## config.mk

```make
export PLATFORM = sky130hd
export DESIGN_NAME = scpc_top
export DESIGN_NICKNAME = d
export VERILOG_FILES = /design/src/scpc_pkg.sv /design/src/scpc_top.sv /design/src/scpc_divider.sv /design/src/scpc_startup.sv
export SDC_FILE = /design/constraint.sdc
export NUM_CORES = 1
export LEC_CHECK = 0
export ABC_CLOCK_PERIOD_IN_PS = 2700
export BUFFER_PORTS_ARGS = -buffer_cell sky130_fd_sc_hd__buf_2
export CELL_PAD_IN_SITES_DETAIL_PLACEMENT = 0
export CELL_PAD_IN_SITES_GLOBAL_PLACEMENT = 2
export CORE_UTILIZATION = 35
export CTS_CLUSTER_DIAMETER = 100
export DETAILED_ROUTE_END_ITERATION = 6
export GPL_TIMING_DRIVEN = 0
export PLACE_DENSITY_LB_ADDON = 0.1
export SLEW_MARGIN = 15
export SYNTH_ARGS = -nofsm -noshare
export SYNTH_HDL_FRONTEND = slang
export SYNTH_HIERARCHICAL = 1
export SYNTH_SLANG_ARGS = --single-unit
```

## constraint.sdc

```tcl
create_clock -name clk -period 2.7 [get_ports clk]
set_input_delay 0.54 -clock clk [delete_from_list [all_inputs] [get_ports clk]]
set_output_delay 0.54 -clock clk [all_outputs]
set_load 0.02 [all_outputs]
```

## src/scpc_pkg.sv

```systemverilog
// constants and types shared by the system clock prescaler control block
package scpc_pkg;
  localparam logic [7:0] ADDR_PRESCALE    = 8'h28;
  localparam logic [7:0] ADDR_TRIM        = 8'h29;
  localparam int         PCE_BIT          = 7;
  localparam logic [3:0] DIV_RESET_DIV8   = 4'h3;
  localparam logic [3:0] DIV_RESET_DIV1   = 4'h0;
  localparam logic [3:0] DIV_MAX          = 4'h8;
  localparam logic [2:0] PCE_WINDOW       = 3'h4;
  localparam logic [3:0] SHIP_SOURCE      = 4'h2;
  localparam logic [1:0] SHIP_STARTUP     = 2'h2;
  localparam int         CLK_MHZ          = 200;
  localparam int         SHORT_CK         = 14;
  localparam int         XTAL_CK          = 16384;
  localparam int         RESO_CK          = 1024;
  localparam int         DELAY_4_MS       = 4;
  localparam int         DELAY_64_MS      = 64;
  localparam int         DELAY_4_CYC      = DELAY_4_MS * CLK_MHZ * 1000;
  localparam int         DELAY_64_CYC     = DELAY_64_MS * CLK_MHZ * 1000;
  typedef enum logic [1:0] {
    SCPC_ST_WAIT  = 2'b00,
    SCPC_ST_DELAY = 2'b01,
    SCPC_ST_RUN   = 2'b10
  } scpc_state_type;
endpackage : scpc_pkg

```

## src/scpc_top.sv

```systemverilog
// system clock prescaler control: registers, unlock, trim and clock output
`timescale 1ns/1ps
`default_nettype none
module scpc_top #(
  parameter int         D4_CYC       = scpc_pkg::DELAY_4_CYC,
  parameter int         D64_CYC      = scpc_pkg::DELAY_64_CYC,
  parameter logic [7:0] FACTORY_TRIM = 8'h80 // arbitrary default trim
) (
  input  wire logic       clk,
  input  wire logic       rst,
  input  wire logic [7:0] addr,
  input  wire logic [7:0] wdata,
  input  wire logic       wr,
  input  wire logic       rd,
  output logic [7:0]      rdata,
  input  wire logic [3:0] source_select_fuses,
  input  wire logic [1:0] startup_delay_fuses,
  input  wire logic       divide_by_eight_fuse,
  input  wire logic       clock_output_fuse,
  output logic            clk_io_en,
  output logic            clk_adc_en,
  output logic            clk_cpu_en,
  output logic            clk_flash_en,
  output logic            clock_output_pin,
  output logic            clock_output_oe_n,
  output logic [7:0]      trim_value,
  output logic            startup_done
);
  logic [3:0] division_select_r;
  logic       prescale_change_enable_r;
  logic [2:0] pce_cnt_r;
  logic [2:0] fuse_sync_r;
  logic [1:0] fill_r;
  logic       strap_done_r;
  logic       tick;
  logic       ready;
  logic       wr_pre;
  logic       wr_trim;
  logic       clk_out_r;

  assign wr_pre  = wr && (addr == scpc_pkg::ADDR_PRESCALE);
  assign wr_trim = wr && (addr == scpc_pkg::ADDR_TRIM);

  // fuse level passes three flops; two last agree before use
  // fill_r marks the chain as holding real pin samples, not reset zeros
  always_ff @(posedge clk or posedge rst) begin
    if (rst) begin
      fuse_sync_r <= 3'b000;
      fill_r      <= 2'h0;
    end else begin
      fuse_sync_r <= {fuse_sync_r[1:0], divide_by_eight_fuse};
      if (fill_r != 2'h3) fill_r <= 2'(fill_r + 2'h1);
    end
  end

  // unlock window: set on a clean write, count four cycles
  always_ff @(posedge clk or posedge rst) begin
    if (rst) begin
      prescale_change_enable_r <= 1'b0;
      pce_cnt_r                <= 3'h0;
    end else if (prescale_change_enable_r) begin
      if (wr_pre && !wdata[scpc_pkg::PCE_BIT]) begin
        prescale_change_enable_r <= 1'b0;
      end else if (pce_cnt_r == scpc_pkg::PCE_WINDOW - 3'h1) begin
        prescale_change_enable_r <= 1'b0;
      end else begin
        pce_cnt_r <= 3'(pce_cnt_r + 3'h1);
      end
    end else if (wr_pre && wdata == 8'h80) begin
      prescale_change_enable_r <= 1'b1;
      pce_cnt_r                <= 3'h0;
    end
  end

  // select bits: strap after reset release, then unlocked writes only
  always_ff @(posedge clk or posedge rst) begin
    if (rst) begin
      division_select_r <= scpc_pkg::DIV_RESET_DIV8;
      strap_done_r      <= 1'b0;
    end else if (!strap_done_r) begin
      if (fill_r == 2'h3 && fuse_sync_r[2] == fuse_sync_r[1]) begin
        strap_done_r      <= 1'b1;
        division_select_r <= fuse_sync_r[2] ? scpc_pkg::DIV_RESET_DIV8
                                            : scpc_pkg::DIV_RESET_DIV1;
      end
    end else if (wr_pre && prescale_change_enable_r && !wdata[scpc_pkg::PCE_BIT]) begin
      division_select_r <= wdata[3:0];
    end
  end

  // trim register loaded at reset, later written by software
  always_ff @(posedge clk or posedge rst) begin
    if (rst)          trim_value <= FACTORY_TRIM;
    else if (wr_trim) trim_value <= wdata;
  end

  // read data one cycle after strobe; reserved bits zero
  always_ff @(posedge clk or posedge rst) begin
    if (rst) begin
      rdata <= 8'h00;
    end else if (rd) begin
      case (addr)
        scpc_pkg::ADDR_PRESCALE: rdata <= {prescale_change_enable_r, 3'b000, division_select_r};
        scpc_pkg::ADDR_TRIM:     rdata <= trim_value;
        default:                 rdata <= 8'h00;
      endcase
    end else begin
      rdata <= 8'h00;
    end
  end

  scpc_divider u_div (
    .clk        (clk),
    .rst        (rst),
    .div_sel    (division_select_r),
    .sys_tick   (tick),
    .div_active ()
  );

  scpc_startup #(.D4(D4_CYC), .D64(D64_CYC)) u_start (
    .clk                 (clk),
    .rst                 (rst),
    .source_select_fuses (source_select_fuses),
    .startup_delay_fuses (startup_delay_fuses),
    .ready               (ready)
  );

  // all four domains share one divided enable
  always_ff @(posedge clk or posedge rst) begin
    if (rst) begin
      clk_io_en    <= 1'b0;
      clk_adc_en   <= 1'b0;
      clk_cpu_en   <= 1'b0;
      clk_flash_en <= 1'b0;
      startup_done <= 1'b0;
    end else begin
      clk_io_en    <= tick && ready;
      clk_adc_en   <= tick && ready;
      clk_cpu_en   <= tick && ready;
      clk_flash_en <= tick && ready;
      startup_done <= ready;
    end
  end

  // divided clock toggles per tick, driven on the pin when fused
  always_ff @(posedge clk or posedge rst) begin
    if (rst) begin
      clk_out_r         <= 1'b0;
      clock_output_pin  <= 1'b0;
      clock_output_oe_n <= 1'b1;
    end else begin
      if (tick) clk_out_r <= ~clk_out_r;
      clock_output_pin  <= clk_out_r && clock_output_fuse && ready;
      clock_output_oe_n <= ~clock_output_fuse;
    end
  end
endmodule : scpc_top
`default_nettype wire

```

## src/scpc_divider.sv

```systemverilog
// synchronous-counter power-of-two divider with glitch-free rate switching
`timescale 1ns/1ps
`default_nettype none
module scpc_divider (
  input  wire logic       clk,
  input  wire logic       rst,
  input  wire logic [3:0] div_sel,
  output logic            sys_tick,
  output logic [3:0]      div_active
);
  logic [7:0] cnt_r;
  logic [3:0] act_r;
  logic [3:0] pend_r;
  logic       tick_r;
  logic [7:0] mask;

  // reserved codes clamp to divide by 256
  always_comb begin
    logic [3:0] eff;
    eff  = (div_sel > scpc_pkg::DIV_MAX) ? scpc_pkg::DIV_MAX : div_sel;
    mask = 8'((9'h001 << act_r) - 9'h001);
    pend_r = eff;
  end

  // count source cycles; a tick ends each divided period
  always_ff @(posedge clk or posedge rst) begin
    if (rst) begin
      cnt_r  <= 8'h00;
      act_r  <= 4'h0;
      tick_r <= 1'b0;
    end else if ((cnt_r & mask) == mask) begin
      cnt_r  <= 8'h00;
      tick_r <= 1'b1;
      act_r  <= pend_r; // switch only at a period boundary
    end else begin
      cnt_r  <= 8'(cnt_r + 8'h01);
      tick_r <= 1'b0;
    end
  end

  assign sys_tick   = tick_r;
  assign div_active = act_r;
endmodule : scpc_divider
`default_nettype wire

```

## src/scpc_startup.sv

```systemverilog
// start-up delay counter chosen by the source and start-up fuses
`timescale 1ns/1ps
`default_nettype none
module scpc_startup #(
  parameter int D4  = scpc_pkg::DELAY_4_CYC,
  parameter int D64 = scpc_pkg::DELAY_64_CYC
) (
  input  wire logic       clk,
  input  wire logic       rst,
  input  wire logic [3:0] source_select_fuses,
  input  wire logic [1:0] startup_delay_fuses,
  output logic            ready
);
  scpc_pkg::scpc_state_type st_r;
  logic [31:0] cnt_r;
  logic [31:0] osc_len;
  logic [31:0] extra_len;

  // crystal and resonator lengths; other sources keep the short form
  always_comb begin
    osc_len   = 32'd0;
    extra_len = 32'(scpc_pkg::SHORT_CK);
    if (source_select_fuses[3]) begin
      case ({source_select_fuses[0], startup_delay_fuses})
        3'b011: begin osc_len = 32'(scpc_pkg::RESO_CK); extra_len = 32'(scpc_pkg::SHORT_CK + D4); end
        3'b100: begin osc_len = 32'(scpc_pkg::RESO_CK); extra_len = 32'(scpc_pkg::SHORT_CK + D64); end
        3'b101: begin osc_len = 32'(scpc_pkg::XTAL_CK); extra_len = 32'(scpc_pkg::SHORT_CK); end
        3'b110: begin osc_len = 32'(scpc_pkg::XTAL_CK); extra_len = 32'(scpc_pkg::SHORT_CK + D4); end
        3'b111: begin osc_len = 32'(scpc_pkg::XTAL_CK); extra_len = 32'(scpc_pkg::SHORT_CK + D64); end
        default: begin osc_len = 32'd0; extra_len = 32'(scpc_pkg::SHORT_CK); end
      endcase
    end
  end

  // oscillator settle, then reset delay, then run
  always_ff @(posedge clk or posedge rst) begin
    if (rst) begin
      st_r  <= scpc_pkg::SCPC_ST_WAIT;
      cnt_r <= 32'd0;
      ready <= 1'b0;
    end else begin
      case (st_r)
        scpc_pkg::SCPC_ST_WAIT: begin
          if (cnt_r >= osc_len) begin
            st_r  <= scpc_pkg::SCPC_ST_DELAY;
            cnt_r <= 32'd0;
          end else begin
            cnt_r <= cnt_r + 32'd1;
          end
        end
        scpc_pkg::SCPC_ST_DELAY: begin
          if (cnt_r >= extra_len) begin
            st_r  <= scpc_pkg::SCPC_ST_RUN;
            ready <= 1'b1;
          end else begin
            cnt_r <= cnt_r + 32'd1;
          end
        end
        scpc_pkg::SCPC_ST_RUN: ready <= 1'b1;
        default: st_r <= scpc_pkg::SCPC_ST_WAIT;
      endcase
    end
  end
endmodule : scpc_startup
`default_nettype wire

```

==> flow_summary.yaml <==
outcome:
  status: "finished with violations"
  violations: "setup timing"
sta:
  tns_ps: -2331
  maxSlewViolCount: 0
  finalHoldViolCount: 0
  fin_crit_sh: 1.062
  setup_slack_ps: -167.4
  fin_crit_ps: 2867
  slew_headroom: 0.3062
  tightest_slew_ps: 1041
  whs_ps: 218.9
  clock_skew_ps: 7.100
  max_freq_mhz: 348.8
  rsz0062_at_grt: "true"
  finalSetupViolations: 30
worst_setup_path:
  crit_path_start_kind: "input pin"
  crit_path_max_incr_delay_ps: 390
  criticalPathCategory: "in -> reg"
  rr_startpoint: "u_start/cnt_r[13]$_DFFE_PP0P_"
  required_ps: 2920
  slowest_stage: "o41ai_4"
  worstPathMaxFanout: 4
  r2r_slack_ps: -80
  critPathArrivalTime_ps: 3080
  path_cells: "buf_8, and2_4, mux2_4, and2_4, ha_4, nor4b_4, nand4b_4, a32oi_4, buf_12, buf_8, buf_6, a31oi_4, o41ai_4, o31ai_4"
  rr_worst_depth: 9
  end_kind: "register"
  rr_endpoint: "u_start/cnt_r[22]$_DFFE_PP0P_"
synthesis:
  synthAdderAreaFrac: 0.05470
  ys.flop_type: "dfrtp_1"
  synth_top_family_by_area: "simple AND/OR/NAND/NOR gates"
  ys_types: 73
  yosysWarnings: 6
  ys_seq_elements: 83
  synth_fp_nets: 483
  synthMuxAreaShare: 0.05170
  yosys.area_share.simple: 0.1986
  syn_avg_cell_area_um2: 10.52
  ys_seq_area_frac: 0.4551
  synth_compound_area_frac: 0.1775
  syn_inst: 435
  postSynth.asyncResetShare: 1.000
  synth_edf_count: 0
  synthXorXnorAreaFrac: 0.01915
  syn_area_um2: 4574
floorplan:
  start_util: 0.3610
  core_um2: 12670
  num_rows: 41
  pin_count: 51
  die_w_um: 116.3
  die_area_um2: 13530
  die_h_um: 116.3
drt:
  routedWlPerCell_um: 18.25
  vias_per_cell: 5.487
  drcViolationCount: 0
  ant_nets: 0
  dr.pass1.iters: 4
  via_count: 3841
  routed_wl_um: 12780
  initialDrtViolationCount: 192
pwr:
  peakVddDrop_uv: 218.9
  power_switching_mw: 0.6747
  p_sw_frac: 0.2376
  p_per_area_nw_per_um2: 442.8
  power_frac_comb: 0.093
  p_total_mw: 2.840
  seq_power_share: 0.456
  clkPwrFrac: 0.451
  p_int_mw: 2.165
  power_leakage_nw: 2.744
cts:
  cts-root-buf: "clkbuf_16"
  insertion_delay_ps: 340
  cts_made_buffers: 9
  path_clk_slew_ps: 60
  cts_tree: "built"
  ctsLongestPathBuffers: 2
  cts_max_level: 3
  holdBufCountCts: 0
  cts.sinks: 83
finish:
  fin_nets: 571
  area_growth_pct: 40.21
  mostFrequentLayoutCells: "dfrtp_1 (78), buf_2 (47), buf_4 (27)"
  mostFrequentLayoutCell: "dfrtp_1"
  antennaDiodeCount: 0
  fill_cells: 1194
  fin_area_um2: 6414
  fin_util: 0.5062
  drive_above_1_share: 0.3977
grt:
  gr-total-overflow: 0
  grt_antenna_before_repair: 0
  first_global_vias: 3792
  grt_start_max_net_pins: 36
  grt_usage: 0.2001
  grt_first_pass_wirelength_um: 20310
worst_hold_path:
  hp-class: "in -> async"
placement:
  gp_congestion: 0.7738
  dp_hpwl_um: 8667
  numPortBuffers: 48
  dpl-instance-area_um2: 5200
flow_run:
  cap_violations: 0
## flip-flops by register name, summed over array words and instances, names as in the netlist, 2 cells and up
register and count:
fuse_sync_r 3, trim_value 8, division_select_r 4, u_start/cnt_r 32, rdata 8, u_div/cnt_r 8, fill_r 2, pce_cnt_r 3
u_start/st_r 2, u_div/div_active 4
## synth_stat cells, types with 2 or more instances
cell type  count  area [um^2]
inv_1         19        71.32
a21oi_1        9        45.04
or4_1          3        22.52
buf_2          7        35.03
clkbuf_1       8        30.03
or4b_1         2        20.02
and4_1         4        35.03
buf_4          3        22.52
o31ai_1       20        150.1
a21o_1         2        15.01
or3_1          2        12.51
nor2b_1       10        62.56
xnor2_1        4        35.03
nand3b_1       2        15.01
nor3_1         6        30.03
nand2b_1       8        50.05
buf_6          2        22.52
mux2_2        13        146.4
o21ai_0       17        85.08
buf_1          2        7.510
dfstp_2        4        105.1
ha_1          20        250.2
nor4b_1        2        17.52
xor2_1         6        52.55
mux2i_1        9        90.09
o221a_2        2        22.52
o211ai_1       5        37.54
nand3_1       20        100.1
a31oi_1        8        50.05
nand2_1       19        71.32
or4_4          3        33.78
and3_1        13        81.33
nor4_1         4        25.02
o22ai_1        4        25.02
o21ai_1        2        10.01
dfrtp_1       79         1977
and2_1        10        62.56
o41ai_1       18        157.7
nor2_1        24        90.09
nand4_1        7        43.79
## area by class of cell
class	instances	area, um^2	share of cell area
Inverter	20	75.07	0.01171
Tap cell	172	215.2	0.03355
Buffer	23	193.9	0.03024
Multi-Input combinational cell	309	2959	0.4614
Clock buffer	11	252.7	0.03941
Sequential cell	83	2083	0.3248
Timing Repair Buffer	77	575.6	0.08974
Clock inverter	5	58.81	0.009169
## power groups by stage
stage | Clock (mW) | Sequential (mW) | Combinational [mW]
floorplan | 0 | 1.32 | 0.115
global placement | 0 | 1.32 | 0.187
detailed placement | 0 | 1.32 | 0.195
CTS | 1.32 | 1.30 | 0.240
global route | 1.38 | 1.30 | 0.289
finish | 1.28 | 1.29 | 0.264
## what timing repair did
| action | CTS | global route |
|---|---|---|
| setup buffers | 18 | 8 |
| cloned | 2 | 1 |
| pin swaps | 15 | 38 |
| resized for setup | 41 | 73 |
| setup endpoints to repair | 47 | 39 |
| hold endpoints to repair | 0 | 0 |
## how the worst max path moves through the flow
stage                      startpoint                       endpoint  slack [ps]
2_1_floorplan  startup_delay_fuses[1]  u_start/cnt_r[15]$_DFFE_PP0P_           5
3_3_place_gp   startup_delay_fuses[1]  u_start/cnt_r[14]$_DFFE_PP0P_        -730
3_5_place_dp   startup_delay_fuses[1]  u_start/cnt_r[22]$_DFFE_PP0P_        -790
4_1_cts        startup_delay_fuses[0]  u_start/cnt_r[17]$_DFFE_PP0P_         -40
5_1_grt        startup_delay_fuses[1]  u_start/cnt_r[23]$_DFFE_PP0P_        -230
6_report       startup_delay_fuses[1]  u_start/cnt_r[23]$_DFFE_PP0P_        -170
## kinds of logic (layout without fill, tap and decap cells)
logic type,after synthesis,count (layout)
flip-flops,83,83
multiplexers,22,22
AO/OA/AOI/OAI,105,105
adder cells (fa/ha/maj),20,20
AND/OR/NAND/NOR,152,152
XOR/XNOR,10,10
buffers and inverters,43,136
## critical path: cells and delay by family
kind | cells | cell delay (ps)
muxes | 1 | 260
adders and majority gates | 1 | 260
AOI/OAI and AO/OA | 4 | 840
and+or+nand+nor | 4 | 710
buffers and inverters | 4 | 460
## per-stage QoR
stage | setup WS (ps) | instances
6_report | -167.4 | 700
5_1_grt | -234.4 | 700
2_1_floorplan | 5.020 | 435
3_5_place_dp | -786.2 | 656
4_1_cts | -42.59 | 692
3_3_place_gp | -732.3 | 655
## layer usage
layer	GRT usage	share of wire	vias to the layer above
li1	-	-	1826
met1	0.2578	0.46	1897
met2	0.3227	0.47	88
met3	0.02958	0.032	30
met4	0.1103	0.038	0
met5	0.003704	0	-
No activity file was read; power rests on OpenSTA's default activity.
